[src/mdcs_pkg.sv]
// Constants shared by the motor driver control/status register block
package mdcs_pkg;
  localparam int DATA_W = 8;
  localparam int SPEED_W = 9;
  localparam int BIT_CNT_W = 4;
  localparam logic [3:0] BITS_PER_BYTE = 4'h8;

  // Register offsets
  localparam logic [7:0] OFF_SPEED_LO = 8'h00;
  localparam logic [7:0] OFF_SPEED_HI = 8'h01;
  localparam logic [7:0] OFF_PROG_KEY = 8'h02;
  localparam logic [7:0] OFF_NVM_CTRL = 8'h03;
  localparam logic [7:0] OFF_STATUS = 8'h10;
  localparam logic [7:0] OFF_CFG_FIRST = 8'h20;
  localparam logic [7:0] OFF_CFG_LAST = 8'h2B;

  // Field positions
  localparam int BIT_HOST_SPEED_A = 7;
  localparam int BIT_SPEED_MSB = 0;
  localparam int BIT_LP_INHIBIT = 7;
  localparam int BIT_CFG_WEN = 6;
  localparam int BIT_RELOAD = 5;
  localparam int BIT_PROGRAM = 4;
  localparam int BIT_THERMAL = 7;
  localparam int BIT_LOW_POWER = 6;
  localparam int BIT_OVERCURRENT = 5;
  localparam int BIT_LOCKED = 4;

  // Values
  localparam logic [7:0] PROGRAM_KEY_VALUE = 8'hB6;
  localparam logic [7:0] BYTE_ZERO = 8'h00;
  localparam logic [8:0] SPEED_RESET = 9'h000;
  // Arbitrary neutral serial address
  localparam logic [6:0] DEFAULT_DEV_ADDR = 7'h2A;

  // Index of each status input and serial pin in its synchroniser bundle
  localparam int SYN_THERMAL = 0;
  localparam int SYN_LOW_POWER = 1;
  localparam int SYN_OVERCURRENT = 2;
  localparam int SYN_LOCKED = 3;
  localparam int SYN_STATUS_W = 4;
  localparam int SYN_SCL = 0;
  localparam int SYN_SDA = 1;
  localparam int SYN_PIN_W = 2;

  typedef enum logic [3:0] {
    ST_IDLE,
    ST_ADDR,
    ST_ADDR_ACK,
    ST_PTR,
    ST_PTR_ACK,
    ST_DATA_WR,
    ST_WR_ACK,
    ST_DATA_RD,
    ST_RD_ACK
  } mdcs_state_type;
endpackage

[src/mdcs_sync.sv]
// Two flip-flop synchroniser for a bundle of asynchronous levels
`timescale 1ns/1ps
module mdcs_sync #(
  parameter int W = 1
) (
  input wire logic i_clk_sys, // System clock
  input wire logic i_sys_rst, // Synchronous reset, active high
  input wire logic [W-1:0] i_async, // Levels from outside the domain
  output logic [W-1:0] o_sync // Synchronised levels
);
  logic [W-1:0] meta_q;

  always_ff @(posedge i_clk_sys) begin
    if (i_sys_rst) begin
      meta_q <= '0;
      o_sync <= '0;
    end else begin
      meta_q <= i_async;
      o_sync <= meta_q;
    end
  end
endmodule

[src/mdcs_sticky.sv]
// Sticky flag: set by hardware, cleared by a read, set wins
`timescale 1ns/1ps
module mdcs_sticky (
  input wire logic i_clk_sys, // System clock
  input wire logic i_sys_rst, // Synchronous reset, active high
  input wire logic i_set, // Event level or pulse
  input wire logic i_clr, // Clear pulse
  output logic o_flag // Latched flag
);
  always_ff @(posedge i_clk_sys) begin
    if (i_sys_rst) begin
      o_flag <= 1'b0;
    end else if (i_set) begin
      o_flag <= 1'b1;
    end else if (i_clr) begin
      o_flag <= 1'b0;
    end
  end
endmodule

[src/mdcs_regs.sv]
// Motor driver control/status registers behind a two-wire serial slave
`timescale 1ns/1ps
// Functional notes
// - Speed command is nine bits; low eight live in offset 0x00.
// - Serial speed writes are accepted only while the host_speed_a bit is one.
// - Speed command MSB sits in bit 0 of offset 0x01.
// - Pending MSB is captured on the high-byte write; all nine bits update together on the low-byte write.
// - Programming needs key 0xB6 at 0x02, then immediately the program trigger.
// - Stored key clears on the next write to any offset other than 0x02, the trigger write included.
// - Low-power inhibit bit (0x03 bit 7) blocks sleep or standby.
// - Configuration writes pass only while config write enable is one.
// - Reload bit copies nonvolatile contents into configuration registers.
// - Program trigger bit (0x03 bit 4) starts nonvolatile programming.
// - Status bit 7 reports over-temperature.
// - Status bit 6 shows sleep or standby entered.
// - Overcurrent event latches into status bit 5 and stays set.
// - Reading the status register clears the overcurrent latch.
// - Status bit 4 shows a locked motor.
module mdcs_regs
  import mdcs_pkg::*;
#(
  parameter logic [6:0] DEV_ADDR = DEFAULT_DEV_ADDR
) (
  input wire logic i_clk_sys, // 20 MHz system clock
  input wire logic i_sys_rst, // Synchronous reset, active high
  input wire logic i_scl, // Serial clock pin
  input wire logic i_sda, // Serial data pin level
  output logic o_sda_out, // Serial data drive value
  output logic o_sda_oe, // Serial data drive enable
  input wire logic i_thermal_flag, // Over-temperature level
  input wire logic i_low_power_active, // Sleep or standby entered
  input wire logic i_overcurrent, // Phase overcurrent level
  input wire logic i_rotor_locked, // Motor lock detected
  output logic [SPEED_W-1:0] o_speed_command, // Applied speed command
  output logic o_host_speed_a, // Host speed host_speed_a
  output logic o_low_power_inhibit, // Block sleep or standby
  output logic o_cfg_write_en, // Config write enable
  output logic o_nvm_reload, // Reload pulse
  output logic o_nvm_program_trigger, // Program pulse
  output logic o_cfg_wr_stb, // Config write pulse
  output logic [DATA_W-1:0] o_cfg_addr, // Config write offset
  output logic [DATA_W-1:0] o_cfg_data // Config write data
);
  logic [SYN_PIN_W-1:0] pin_sync;
  logic [SYN_STATUS_W-1:0] stat_sync;
  logic scl_prev_q, sda_prev_q;
  logic scl_rise, scl_fall, start_cond, stop_cond;
  mdcs_state_type state_q;
  logic [BIT_CNT_W-1:0] bit_cnt_q;
  logic [DATA_W-1:0] shift_q;
  logic [DATA_W-1:0] tx_q;
  logic [DATA_W-1:0] ptr_q;
  logic rw_q, nack_q;
  logic wr_now, rd_load;
  logic [DATA_W-1:0] rd_addr;
  logic [DATA_W-1:0] rd_data;
  logic [DATA_W-1:0] status_byte;
  logic overcurrent_latch;
  logic speed_msb_pending_q;
  logic [DATA_W-1:0] nvm_program_key_q;

  mdcs_sync #(.W(SYN_PIN_W)) u_pin_sync (
    .i_clk_sys(i_clk_sys),
    .i_sys_rst(1'b0), // Free-running: keeps the idle-high pin level, no false edge after reset
    .i_async({i_sda, i_scl}),
    .o_sync(pin_sync)
  );

  mdcs_sync #(.W(SYN_STATUS_W)) u_stat_sync (
    .i_clk_sys(i_clk_sys),
    .i_sys_rst(i_sys_rst),
    .i_async({i_rotor_locked, i_overcurrent, i_low_power_active, i_thermal_flag}),
    .o_sync(stat_sync)
  );

  // Level input: the latch keeps setting while overcurrent persists
  mdcs_sticky u_oc_latch (
    .i_clk_sys(i_clk_sys),
    .i_sys_rst(i_sys_rst),
    .i_set(stat_sync[SYN_OVERCURRENT]),
    .i_clr(rd_load && (rd_addr == OFF_STATUS)),
    .o_flag(overcurrent_latch)
  );

  always_ff @(posedge i_clk_sys) begin
    if (i_sys_rst) begin
      scl_prev_q <= 1'b1;
      sda_prev_q <= 1'b1;
    end else begin
      scl_prev_q <= pin_sync[SYN_SCL];
      sda_prev_q <= pin_sync[SYN_SDA];
    end
  end

  assign scl_rise = pin_sync[SYN_SCL] && !scl_prev_q;
  assign scl_fall = !pin_sync[SYN_SCL] && scl_prev_q;
  assign start_cond = pin_sync[SYN_SCL] && scl_prev_q && sda_prev_q && !pin_sync[SYN_SDA];
  assign stop_cond = pin_sync[SYN_SCL] && scl_prev_q && !sda_prev_q && pin_sync[SYN_SDA];

  assign wr_now = scl_fall && (state_q == ST_DATA_WR) && (bit_cnt_q == BITS_PER_BYTE);
  assign rd_load = scl_fall && (((state_q == ST_ADDR_ACK) && rw_q) ||
                                ((state_q == ST_RD_ACK) && !nack_q));
  assign rd_addr = (state_q == ST_ADDR_ACK) ? ptr_q : ptr_q + 8'h01;

  always_comb begin
    status_byte = BYTE_ZERO;
    status_byte[BIT_THERMAL] = stat_sync[SYN_THERMAL];
    status_byte[BIT_LOW_POWER] = stat_sync[SYN_LOW_POWER];
    status_byte[BIT_OVERCURRENT] = overcurrent_latch;
    status_byte[BIT_LOCKED] = stat_sync[SYN_LOCKED];
  end

  // Trigger bits are self-clearing, so they read back as zero
  always_comb begin
    rd_data = BYTE_ZERO;
    if (rd_addr == OFF_SPEED_LO) begin
      rd_data = o_speed_command[DATA_W-1:0];
    end else if (rd_addr == OFF_SPEED_HI) begin
      rd_data[BIT_HOST_SPEED_A] = o_host_speed_a;
      rd_data[BIT_SPEED_MSB] = speed_msb_pending_q;
    end else if (rd_addr == OFF_PROG_KEY) begin
      rd_data = nvm_program_key_q;
    end else if (rd_addr == OFF_NVM_CTRL) begin
      rd_data[BIT_LP_INHIBIT] = o_low_power_inhibit;
      rd_data[BIT_CFG_WEN] = o_cfg_write_en;
    end else if (rd_addr == OFF_STATUS) begin
      rd_data = status_byte;
    end
  end

  // Serial slave sequencing; start and stop win over any bit activity
  always_ff @(posedge i_clk_sys) begin
    if (i_sys_rst) begin
      state_q <= ST_IDLE;
      bit_cnt_q <= '0;
      shift_q <= BYTE_ZERO;
      tx_q <= BYTE_ZERO;
      ptr_q <= BYTE_ZERO;
      rw_q <= 1'b0;
      nack_q <= 1'b1;
      o_sda_oe <= 1'b0;
    end else if (start_cond) begin
      state_q <= ST_ADDR;
      bit_cnt_q <= '0;
      o_sda_oe <= 1'b0;
    end else if (stop_cond) begin
      state_q <= ST_IDLE;
      o_sda_oe <= 1'b0;
    end else if (scl_rise) begin
      if (state_q == ST_RD_ACK) begin
        nack_q <= pin_sync[SYN_SDA];
      end else if (state_q == ST_ADDR || state_q == ST_PTR || state_q == ST_DATA_WR ||
                   state_q == ST_DATA_RD) begin
        shift_q <= {shift_q[DATA_W-2:0], pin_sync[SYN_SDA]};
        bit_cnt_q <= bit_cnt_q + 4'h1;
      end
    end else if (scl_fall) begin
      case (state_q)
        ST_ADDR: begin
          if (bit_cnt_q == BITS_PER_BYTE) begin
            if (shift_q[DATA_W-1:1] == DEV_ADDR) begin
              rw_q <= shift_q[0];
              o_sda_oe <= 1'b1;
              state_q <= ST_ADDR_ACK;
            end else begin
              state_q <= ST_IDLE;
            end
          end
        end
        ST_ADDR_ACK: begin
          bit_cnt_q <= '0;
          if (rw_q) begin
            tx_q <= rd_data;
            o_sda_oe <= !rd_data[DATA_W-1];
            state_q <= ST_DATA_RD;
          end else begin
            o_sda_oe <= 1'b0;
            state_q <= ST_PTR;
          end
        end
        ST_PTR: begin
          if (bit_cnt_q == BITS_PER_BYTE) begin
            ptr_q <= shift_q;
            o_sda_oe <= 1'b1;
            state_q <= ST_PTR_ACK;
          end
        end
        ST_PTR_ACK, ST_WR_ACK: begin
          bit_cnt_q <= '0;
          o_sda_oe <= 1'b0;
          state_q <= ST_DATA_WR;
        end
        ST_DATA_WR: begin
          if (bit_cnt_q == BITS_PER_BYTE) begin
            ptr_q <= ptr_q + 8'h01;
            o_sda_oe <= 1'b1;
            state_q <= ST_WR_ACK;
          end
        end
        ST_DATA_RD: begin
          if (bit_cnt_q == BITS_PER_BYTE) begin
            o_sda_oe <= 1'b0;
            state_q <= ST_RD_ACK;
          end else begin
            tx_q <= {tx_q[DATA_W-2:0], 1'b0};
            o_sda_oe <= !tx_q[DATA_W-2];
          end
        end
        ST_RD_ACK: begin
          bit_cnt_q <= '0;
          if (nack_q) begin
            state_q <= ST_IDLE;
          end else begin
            ptr_q <= rd_addr;
            tx_q <= rd_data;
            o_sda_oe <= !rd_data[DATA_W-1];
            state_q <= ST_DATA_RD;
          end
        end
        default: begin
          o_sda_oe <= 1'b0;
        end
      endcase
    end
  end

  // Open-drain: only ever pulls low
  always_ff @(posedge i_clk_sys) begin
    o_sda_out <= 1'b0;
  end

  // Speed command
  always_ff @(posedge i_clk_sys) begin
    if (i_sys_rst) begin
      o_host_speed_a <= 1'b0;
      speed_msb_pending_q <= 1'b0;
      o_speed_command <= SPEED_RESET;
    end else if (wr_now && ptr_q == OFF_SPEED_HI) begin
      o_host_speed_a <= shift_q[BIT_HOST_SPEED_A];
      if (shift_q[BIT_HOST_SPEED_A]) begin
        speed_msb_pending_q <= shift_q[BIT_SPEED_MSB];
      end
    end else if (wr_now && ptr_q == OFF_SPEED_LO && o_host_speed_a) begin
      o_speed_command <= {speed_msb_pending_q, shift_q};
    end
  end

  // Any write other than the key itself discards the key
  always_ff @(posedge i_clk_sys) begin
    if (i_sys_rst) begin
      nvm_program_key_q <= BYTE_ZERO;
    end else if (wr_now) begin
      nvm_program_key_q <= (ptr_q == OFF_PROG_KEY) ? shift_q : BYTE_ZERO;
    end
  end

  // Control bits and one-cycle trigger pulses
  always_ff @(posedge i_clk_sys) begin
    if (i_sys_rst) begin
      o_low_power_inhibit <= 1'b0;
      o_cfg_write_en <= 1'b0;
      o_nvm_reload <= 1'b0;
      o_nvm_program_trigger <= 1'b0;
    end else if (wr_now && ptr_q == OFF_NVM_CTRL) begin
      o_low_power_inhibit <= shift_q[BIT_LP_INHIBIT];
      o_cfg_write_en <= shift_q[BIT_CFG_WEN];
      o_nvm_reload <= shift_q[BIT_RELOAD];
      o_nvm_program_trigger <= shift_q[BIT_PROGRAM] &&
                               (nvm_program_key_q == PROGRAM_KEY_VALUE);
    end else begin
      o_nvm_reload <= 1'b0;
      o_nvm_program_trigger <= 1'b0;
    end
  end

  // Configuration write forwarding
  always_ff @(posedge i_clk_sys) begin
    if (i_sys_rst) begin
      o_cfg_wr_stb <= 1'b0;
      o_cfg_addr <= BYTE_ZERO;
      o_cfg_data <= BYTE_ZERO;
    end else begin
      o_cfg_wr_stb <= wr_now && o_cfg_write_en && (ptr_q >= OFF_CFG_FIRST) &&
                      (ptr_q <= OFF_CFG_LAST);
      if (wr_now) begin
        o_cfg_addr <= ptr_q;
        o_cfg_data <= shift_q;
      end
    end
  end
endmodule

[config.mk]
export PLATFORM = sky130hd
export DESIGN_NAME = mdcs_regs
export DESIGN_NICKNAME = d
export VERILOG_FILES = /design/src/mdcs_pkg.sv /design/src/mdcs_sync.sv /design/src/mdcs_sticky.sv /design/src/mdcs_regs.sv
export SDC_FILE = /design/constraint.sdc
export NUM_CORES = 1
export LEC_CHECK = 0
export ABC_AREA = 1
export BUFFER_PORTS_ARGS = -buffer_cell sky130_fd_sc_hd__buf_2
export CAP_MARGIN = 10
export CORE_ASPECT_RATIO = 0.6
export CORE_MARGIN = 2
export CORE_UTILIZATION = 50
export CTS_BUF_LIST = sky130_fd_sc_hd__clkbuf_4
export CTS_CLUSTER_SIZE = 16
export DETAILED_ROUTE_END_ITERATION = 16
export PLACE_DENSITY_LB_ADDON = 0.12
export SLEW_MARGIN = 25
export SYNTH_ARGS = -nofsm -noshare
export SYNTH_HDL_FRONTEND = slang
export SYNTH_SLANG_ARGS = --single-unit
[constraint.sdc]
create_clock -name i_clk_sys -period 2.75 [get_ports i_clk_sys]
set_input_delay 0.1375 -clock i_clk_sys [delete_from_list [all_inputs] [get_ports i_clk_sys]]
set_output_delay 0.1375 -clock i_clk_sys [all_outputs]
set_load 0.1 [all_outputs]
==> results of run 1 <==
==> per-layer routing <==
layer / GRT usage / part of all wire
met4: 0.0619 / 0.0077
met1: 0.430 / 0.49
met5: 0 / 0
met2: 0.390 / 0.39
met3: 0.0906 / 0.11
==> critical path, cell delays in order (launching register included) <==
cell and delay, ns:
dfxtp_2 0.45, ha_1 0.21, nand3_1 0.19, nor2_1 0.16
nand2_1 0.08, nand3_1 0.09, nand2_1 0.10, nor2_4 0.19
and2_1 0.31, nand3_2 0.18, o21ai_1 0.21, o21bai_1 0.09
a21oi_1 0.12
==> area by class of cell <==
type,count,area share
multi-input combinational,411,0.442
clock inverter,5,0.00718
clock buffer,10,0.0160
tap,112,0.0298
inverter,74,0.0591
timing repair buffer,53,0.0670
sequential,89,0.379
==> synth_stat cells (2+ instances only) <==
library cell,n
nand2_2,7
buf_6,2
dfxtp_1,89
nor3_2,2
a221oi_1,3
nor3_1,11
nand3_1,37
and3_1,2
clkbuf_1,13
nor2_4,6
buf_2,3
buf_4,4
a211oi_1,3
a31oi_1,2
nand3_2,3
buf_1,2
o21ai_1,7
o22ai_1,2
o21bai_1,4
nand2_1,102
nand4_1,9
a21oi_1,70
o21ai_0,50
inv_1,63
nor2_2,5
nor4_1,5
nor2_1,63
inv_2,10
a21oi_2,2
ha_1,6
==> what timing repair did <==
action / CTS / global route
hold buffers: 6 / 0
gates resized for setup: 0 / 2
endpoints found under the hold margin: 6 / 0
setup endpoints to repair: 0 / 1
==> stage by stage <==
step / instances / hold slack (ns) / worst slack [ns] / area, um2 / utilization
after floorplan: 598 / 0.165 / 0.818 / 4260 / -
after global placement: 733 / 0.241 / 0.367 / 4530 / 0.540
after detailed placement: 733 / 0.242 / 0.292 / 4530 / 0.540
after CTS: 754 / 0.0201 / 0.257 / 4700 / 0.560
after global routing: 754 / 0.0276 / 0.0920 / 4700 / 0.560
final: 754 / 0.0397 / 0.302 / 4700 / 0.560
==> sequential cells by signal, indices dropped and copies added (netlist names), 2 cells and up <==
register / cells
o_speed_command: 9
nvm_program_key_q: 8
o_cfg_addr: 8
o_cfg_data: 8
ptr_q: 8
shift_q: 8
tx_q: 7
bit_cnt_q: 4
state_q: 4
u_stat_sync.meta_q: 4
u_stat_sync.o_sync: 4
u_pin_sync.meta_q: 2
u_pin_sync.o_sync: 2
==> cells by family (layout without fill, tap and decap cells) <==
| group | count (synthesis) | after routing | synth area share |
|---|---|---|---|
| simple gates | 256 | 256 | 0.281 |
| compound gates | 148 | 148 | 0.188 |
| buf+inv | 98 | 142 | 0.0943 |
| flops | 89 | 89 | 0.418 |
| fa+ha+maj | 6 | 6 | 0.0176 |
| other cells | 1 | 1 | 0.000880 |
==> power breakdown <==
| part | internal (mW) | switching (mW) | total (mW) | leakage (nW) |
|---|---|---|---|---|
| sequential | 1.32 | 0.0425 | 1.36 | 0.722 |
| clock | 0.190 | 0.444 | 0.634 | 0.0599 |
| combinational | 0.115 | 0.290 | 0.405 | 1.18 |
| total | 1.63 | 0.777 | 2.40 | 1.96 |
==> worst max-delay path by stage <==
stage | cells past startpoint | end
after detailed placement | 12 | tx_q[4]$_SDFFE_PP0P_
after global routing | 12 | tx_q[4]$_SDFFE_PP0P_
after global placement | 12 | tx_q[4]$_SDFFE_PP0P_
after floorplan | 12 | tx_q[6]$_SDFFE_PP0P_
final | 12 | tx_q[4]$_SDFFE_PP0P_
after CTS | 12 | tx_q[4]$_SDFFE_PP0P_
==> layout by cell type, fill, tap and decap left out, drive strengths merged, types with 2 or more instances in the layout <==
master	n
nor3	14
o22ai	2
nor4	6
nor2	74
nand2	110
a211oi	3
dlygate4sd3	6
o21bai	4
nand4	9
a221oi	3
dfxtp	89
ha	6
buf	47
clkbuf	10
nand3	40
clkinv	5
inv	73
a31oi	2
and3	2
o21ai	58
a21oi	72
==> impl_metrics.tcl, run 1 <==
set metrics [dict create \
    reg2reg_depth 12 \
    antenna_left 0 \
    hold_end "o_cfg_data[2]$_SDFFE_PP0P_" \
    synthArstFlopShare 0 \
    cts_tree "built" \
    gp_congestion 0.971 \
    p_leak_nw 1.96 \
    hp-class "in2reg" \
    portBuffers 39 \
    drt_pre_antenna_iters 5 \
    outcome "finished clean" \
    finalHoldViolCount 0 \
    ys_dominant_reg_cell "dfxtp_1" \
    min_period_ns 2.45 \
    initial_core_util 0.508 \
    max_slew_margin 0.583 \
    slew_viol_final 0 \
    rr_startpoint "ptr_q[0]$_SDFFE_PP0P_" \
    crit_path_start_kind "register" \
    core_um2 8390 \
    cp.required_ns 3.14 \
    ys_seq_area_frac 0.418 \
    synth_area_per_cell_um2 7.12 \
    grt_usage 0.284 \
    timing.fmax_ghz 0.409 \
    clockRootBuffer "clkbuf_4" \
    dp_hpwl_um 9170 \
    grt-ovfl-total 0 \
    die_w_um 123 \
    synth_top_area_share 0.418 \
    clock_latency_ns 0.46 \
    yosysTopAreaCell "dfxtp_1" \
    n_fill_cell 828 \
    peakVddDrop_v 0.000294 \
    drc 0 \
    regToRegEndpoint "tx_q[4]$_SDFFE_PP0P_" \
    ys_types 41 \
    ff_latch_area_um2 1780 \
    cp.arrival_ns 2.84 \
    min_path_cells 2 \
    cts_made_buffers 9 \
    rrSetupSlack_ns 0.30 \
    min_period_over_period 0.890 \
    cts_buffer_depth 2 \
    p_per_area_nw_per_um2 511 \
    std_cell_rows 26 \
    finalClockSkew_ns 0.0192 \
    critical_path_peak_fanout 7 \
    grt_pass1_vias 3620 \
    drive_above_1_share 0.159 \
    drt-wirelength-per-cell_um 16.4 \
    yosysWarningCount 0 \
    multi_input_area_um2 2080 \
    clkTransAtPathRegs_ns 0.13 \
    grt_pass1_wl_um 19700 \
    post_cts_buffers 0 \
    drt_iter0_markers 421 \
    synth_area_leaders "dfxtp_1 (42%), nand2_1 (9.0%), a21oi_1 (8.2%), o21ai_0 (5.9%), inv_1 (5.6%)" \
    drv_cap 0 \
    nets 652 \
    dieArea_um2 9300 \
    h-tree-depth 3 \
    antenna_cells 0 \
    setup_viol 0 \
    finalPower_mw 2.40 \
    synth_area_um2 4260 \
    crit_path_start "ptr_q[0]$_SDFFE_PP0P_" \
    antenna_found_initial 0 \
    worstSetupPathType "reg2reg" \
    chipHeight_um 75.5 \
    rsz0062_at_grt "no" \
    synthCells 598 \
    min_from "i_sys_rst" \
    synth-edff-count 0 \
    cts_sinks 89 \
    io_pins 41 \
    wirelength_um 12400 \
    tightest_slew_ns 0.620 \
    syn_nets 612 \
    grt_max_degree 40 \
    critPathCaptureType "register" \
    area_growth_syn_to_layout_pct 10.4 \
    viasPerCell 5.52 \
    setup_tns_ns 0 \
    vias 4165 \
    ys_seq_elements 89 \
]
Note: power is estimated with default switching activity, not from simulation.
==> run 2, diff against run 1 <==
- PLACE_DENSITY: unset -> 0.69
- PLACE_DENSITY_LB_ADDON: 0.12 -> unset
==> run 2 against run 1 <==
Against the previous run:
- critical path depth is the same
- highest routed layer unchanged
- wire length shrank 0.65%
- largest cell class unchanged
- critical endpoint unchanged
- largest power group unchanged
- clock skew shrank 0.0079 ns
- sequential power is essentially flat
- global-route usage shrank 0.44 points
==> impl_metrics.tcl, run 2 (synthesis gave the netlist of run 1 again) <==
set metrics [dict create \
    top_register "o_speed_command" \
    io_pins 41 \
    design_area_um2 4720 \
    cp.arrival_ns 2.91 \
    rr_startpoint "ptr_q[0]$_SDFFE_PP0P_" \
    portBuffers 39 \
    wirelength_um 12300 \
    post_cts_buffers 0 \
    drc 0 \
    worstSetupPathType "reg2reg" \
    antenna_found_initial 0 \
    finalClockSkew_ns 0.0112 \
    area_growth_syn_to_layout_pct 10.9 \
    tightest_slew_ns 0.589 \
    setup_slack_ns 0.251 \
    max_slew_margin 0.606 \
    min_path_cells 2 \
    std_cell_rows 26 \
    grt_pass1_wl_um 19400 \
    die_w_um 123 \
    critical_path_peak_fanout 7 \
    cts_made_buffers 9 \
    clkTransAtPathRegs_ns 0.15 \
    grt_pass1_vias 3608 \
    cts_buffer_depth 2 \
    setup_tns_ns 0 \
    cp_slowest_stage_delay_ns 0.53 \
    regToRegEndpoint "tx_q[4]$_SDFFE_PP0P_" \
    cp.required_ns 3.16 \
    finalHoldViolCount 0 \
    critPathCaptureType "register" \
    final_common_cell "nand2_1" \
    route.met2.wl_um 4840 \
    place_ws_ns 0.296 \
    outcome "finished clean" \
    hp-class "in2reg" \
    clockRootBuffer "clkbuf_4" \
    p_per_area_nw_per_um2 537 \
    largest_register_ff_count 9 \
    h-tree-depth 3 \
    setup_viol 0 \
    vias 4127 \
    peakVddDrop_v 0.000282 \
    cp_top_family "simple AND/OR/NAND/NOR gates" \
    grt_max_degree 40 \
    drt-met1-wl_um 6050 \
    fin_util 0.563 \
    rrSetupSlack_ns 0.25 \
    grt-ovfl-total 0 \
    dieArea_um2 9300 \
    rsz0062_at_grt "no" \
    antenna_cells 0 \
    min_from "i_scl" \
    crit_chain "ha_1 > nand3_1 > nor2_1 > nand2_1 > nand3_1 > nand2_1 > nor2_4 > and2_1 > nand3_2 > o21ai_1 > o21bai_1 > a21oi_1" \
    min_period_over_period 0.909 \
    dp_hpwl_um 8940 \
    crit_slowest_cell "dfxtp_1" \
    cts_tree "built" \
    crit_buf_inv 0 \
    timing.fmax_ghz 0.400 \
    nets 650 \
    drive_above_1_share 0.156 \
    dpl-instance-area_um2 4510 \
    crit_path_start_kind "register" \
    drt_iter0_markers 414 \
    chipHeight_um 75.5 \
    antenna_left 0 \
    p_leak_nw 1.96 \
    drt-wirelength-per-cell_um 16.3 \
    initial_core_util 0.508 \
    slew_viol_final 0 \
    hold_end "u_pin_sync.meta_q[0]$_DFF_P_" \
    grt_usage 0.280 \
    min_period_ns 2.50 \
    wl_met3_um 1230 \
    clock_latency_ns 0.46 \
    layout_common_cells "nand2_1 (102), dfxtp_1 (88), a21oi_1 (70)" \
    drt_pre_antenna_iters 6 \
    viasPerCell 5.48 \
    gp_congestion 0.982 \
    core_um2 8390 \
    routed.top_layer "met4" \
    drv_cap 0 \
    cts_sinks 89 \
    reg2reg_depth 12 \
]
## run 2: cell count changes in the layout (fill, tap and decap cells not counted)
cell,delta
dfxtp_2,-1
clkinvlp_4,+1
dlygate4sd3_1,+1
clkbuf_4,-1
clkinv_4,-2
buf_4,-3
clkinv_1,-1
bufinv_16,+1
inv_6,+3
dfxtp_1,+1
## run 2: power breakdown
part | internal, mW | switching [mW]
Sequential | 1.32 | 0.0436
Clock | 0.285 | 0.485
Combinational | 0.115 | 0.289
Total | 1.72 | 0.818
## run 2: how the worst max path moves through the flow
stage	start	end	slack [ns]	cells after the start
after floorplan	ptr_q[0]$_SDFFE_PP0P_	tx_q[6]$_SDFFE_PP0P_	0.82	12
after global placement	ptr_q[1]$_SDFFE_PP0P_	tx_q[4]$_SDFFE_PP0P_	0.34	12
after detailed placement	ptr_q[1]$_SDFFE_PP0P_	tx_q[4]$_SDFFE_PP0P_	0.30	12
after CTS	ptr_q[1]$_SDFFE_PP0P_	tx_q[4]$_SDFFE_PP0P_	0.27	12
after global routing	ptr_q[0]$_SDFFE_PP0P_	tx_q[4]$_SDFFE_PP0P_	0.01	12
final	ptr_q[0]$_SDFFE_PP0P_	tx_q[4]$_SDFFE_PP0P_	0.25	12
## run 2: final cells by class
cell class              count  area, um2
well taps                 112        140
fillers                   812       3670
clock buffers               9       67.6
clock inverters             7       76.3
flip-flops and latches     89       1780
multi-input cells         411       2080
repair buffers             51        303
inverters                  74        278
## run 2: routing by layer
layer | global-route usage | vias up
met5 | 0 | -
li1 | - | 2055
met4 | 0.0694 | 0
met1 | 0.423 | 1862
met2 | 0.385 | 193
met3 | 0.0846 | 17
## run 2: stage by stage
stage	hold slack [ns]	instances	power, mW
global placement	0.239	730	1.77
detailed placement	0.244	730	1.78
CTS	0.269	753	2.55
floorplan	0.165	598	1.69
finish	0.297	753	2.54
global route	0.287	753	2.65
## run 2: timing repair
item / CTS / global route
hold endpoints to repair: 8 / 0
hold buffers: 7 / 0
endpoints found under the setup margin: 0 / 1
resized for setup: 0 / 1
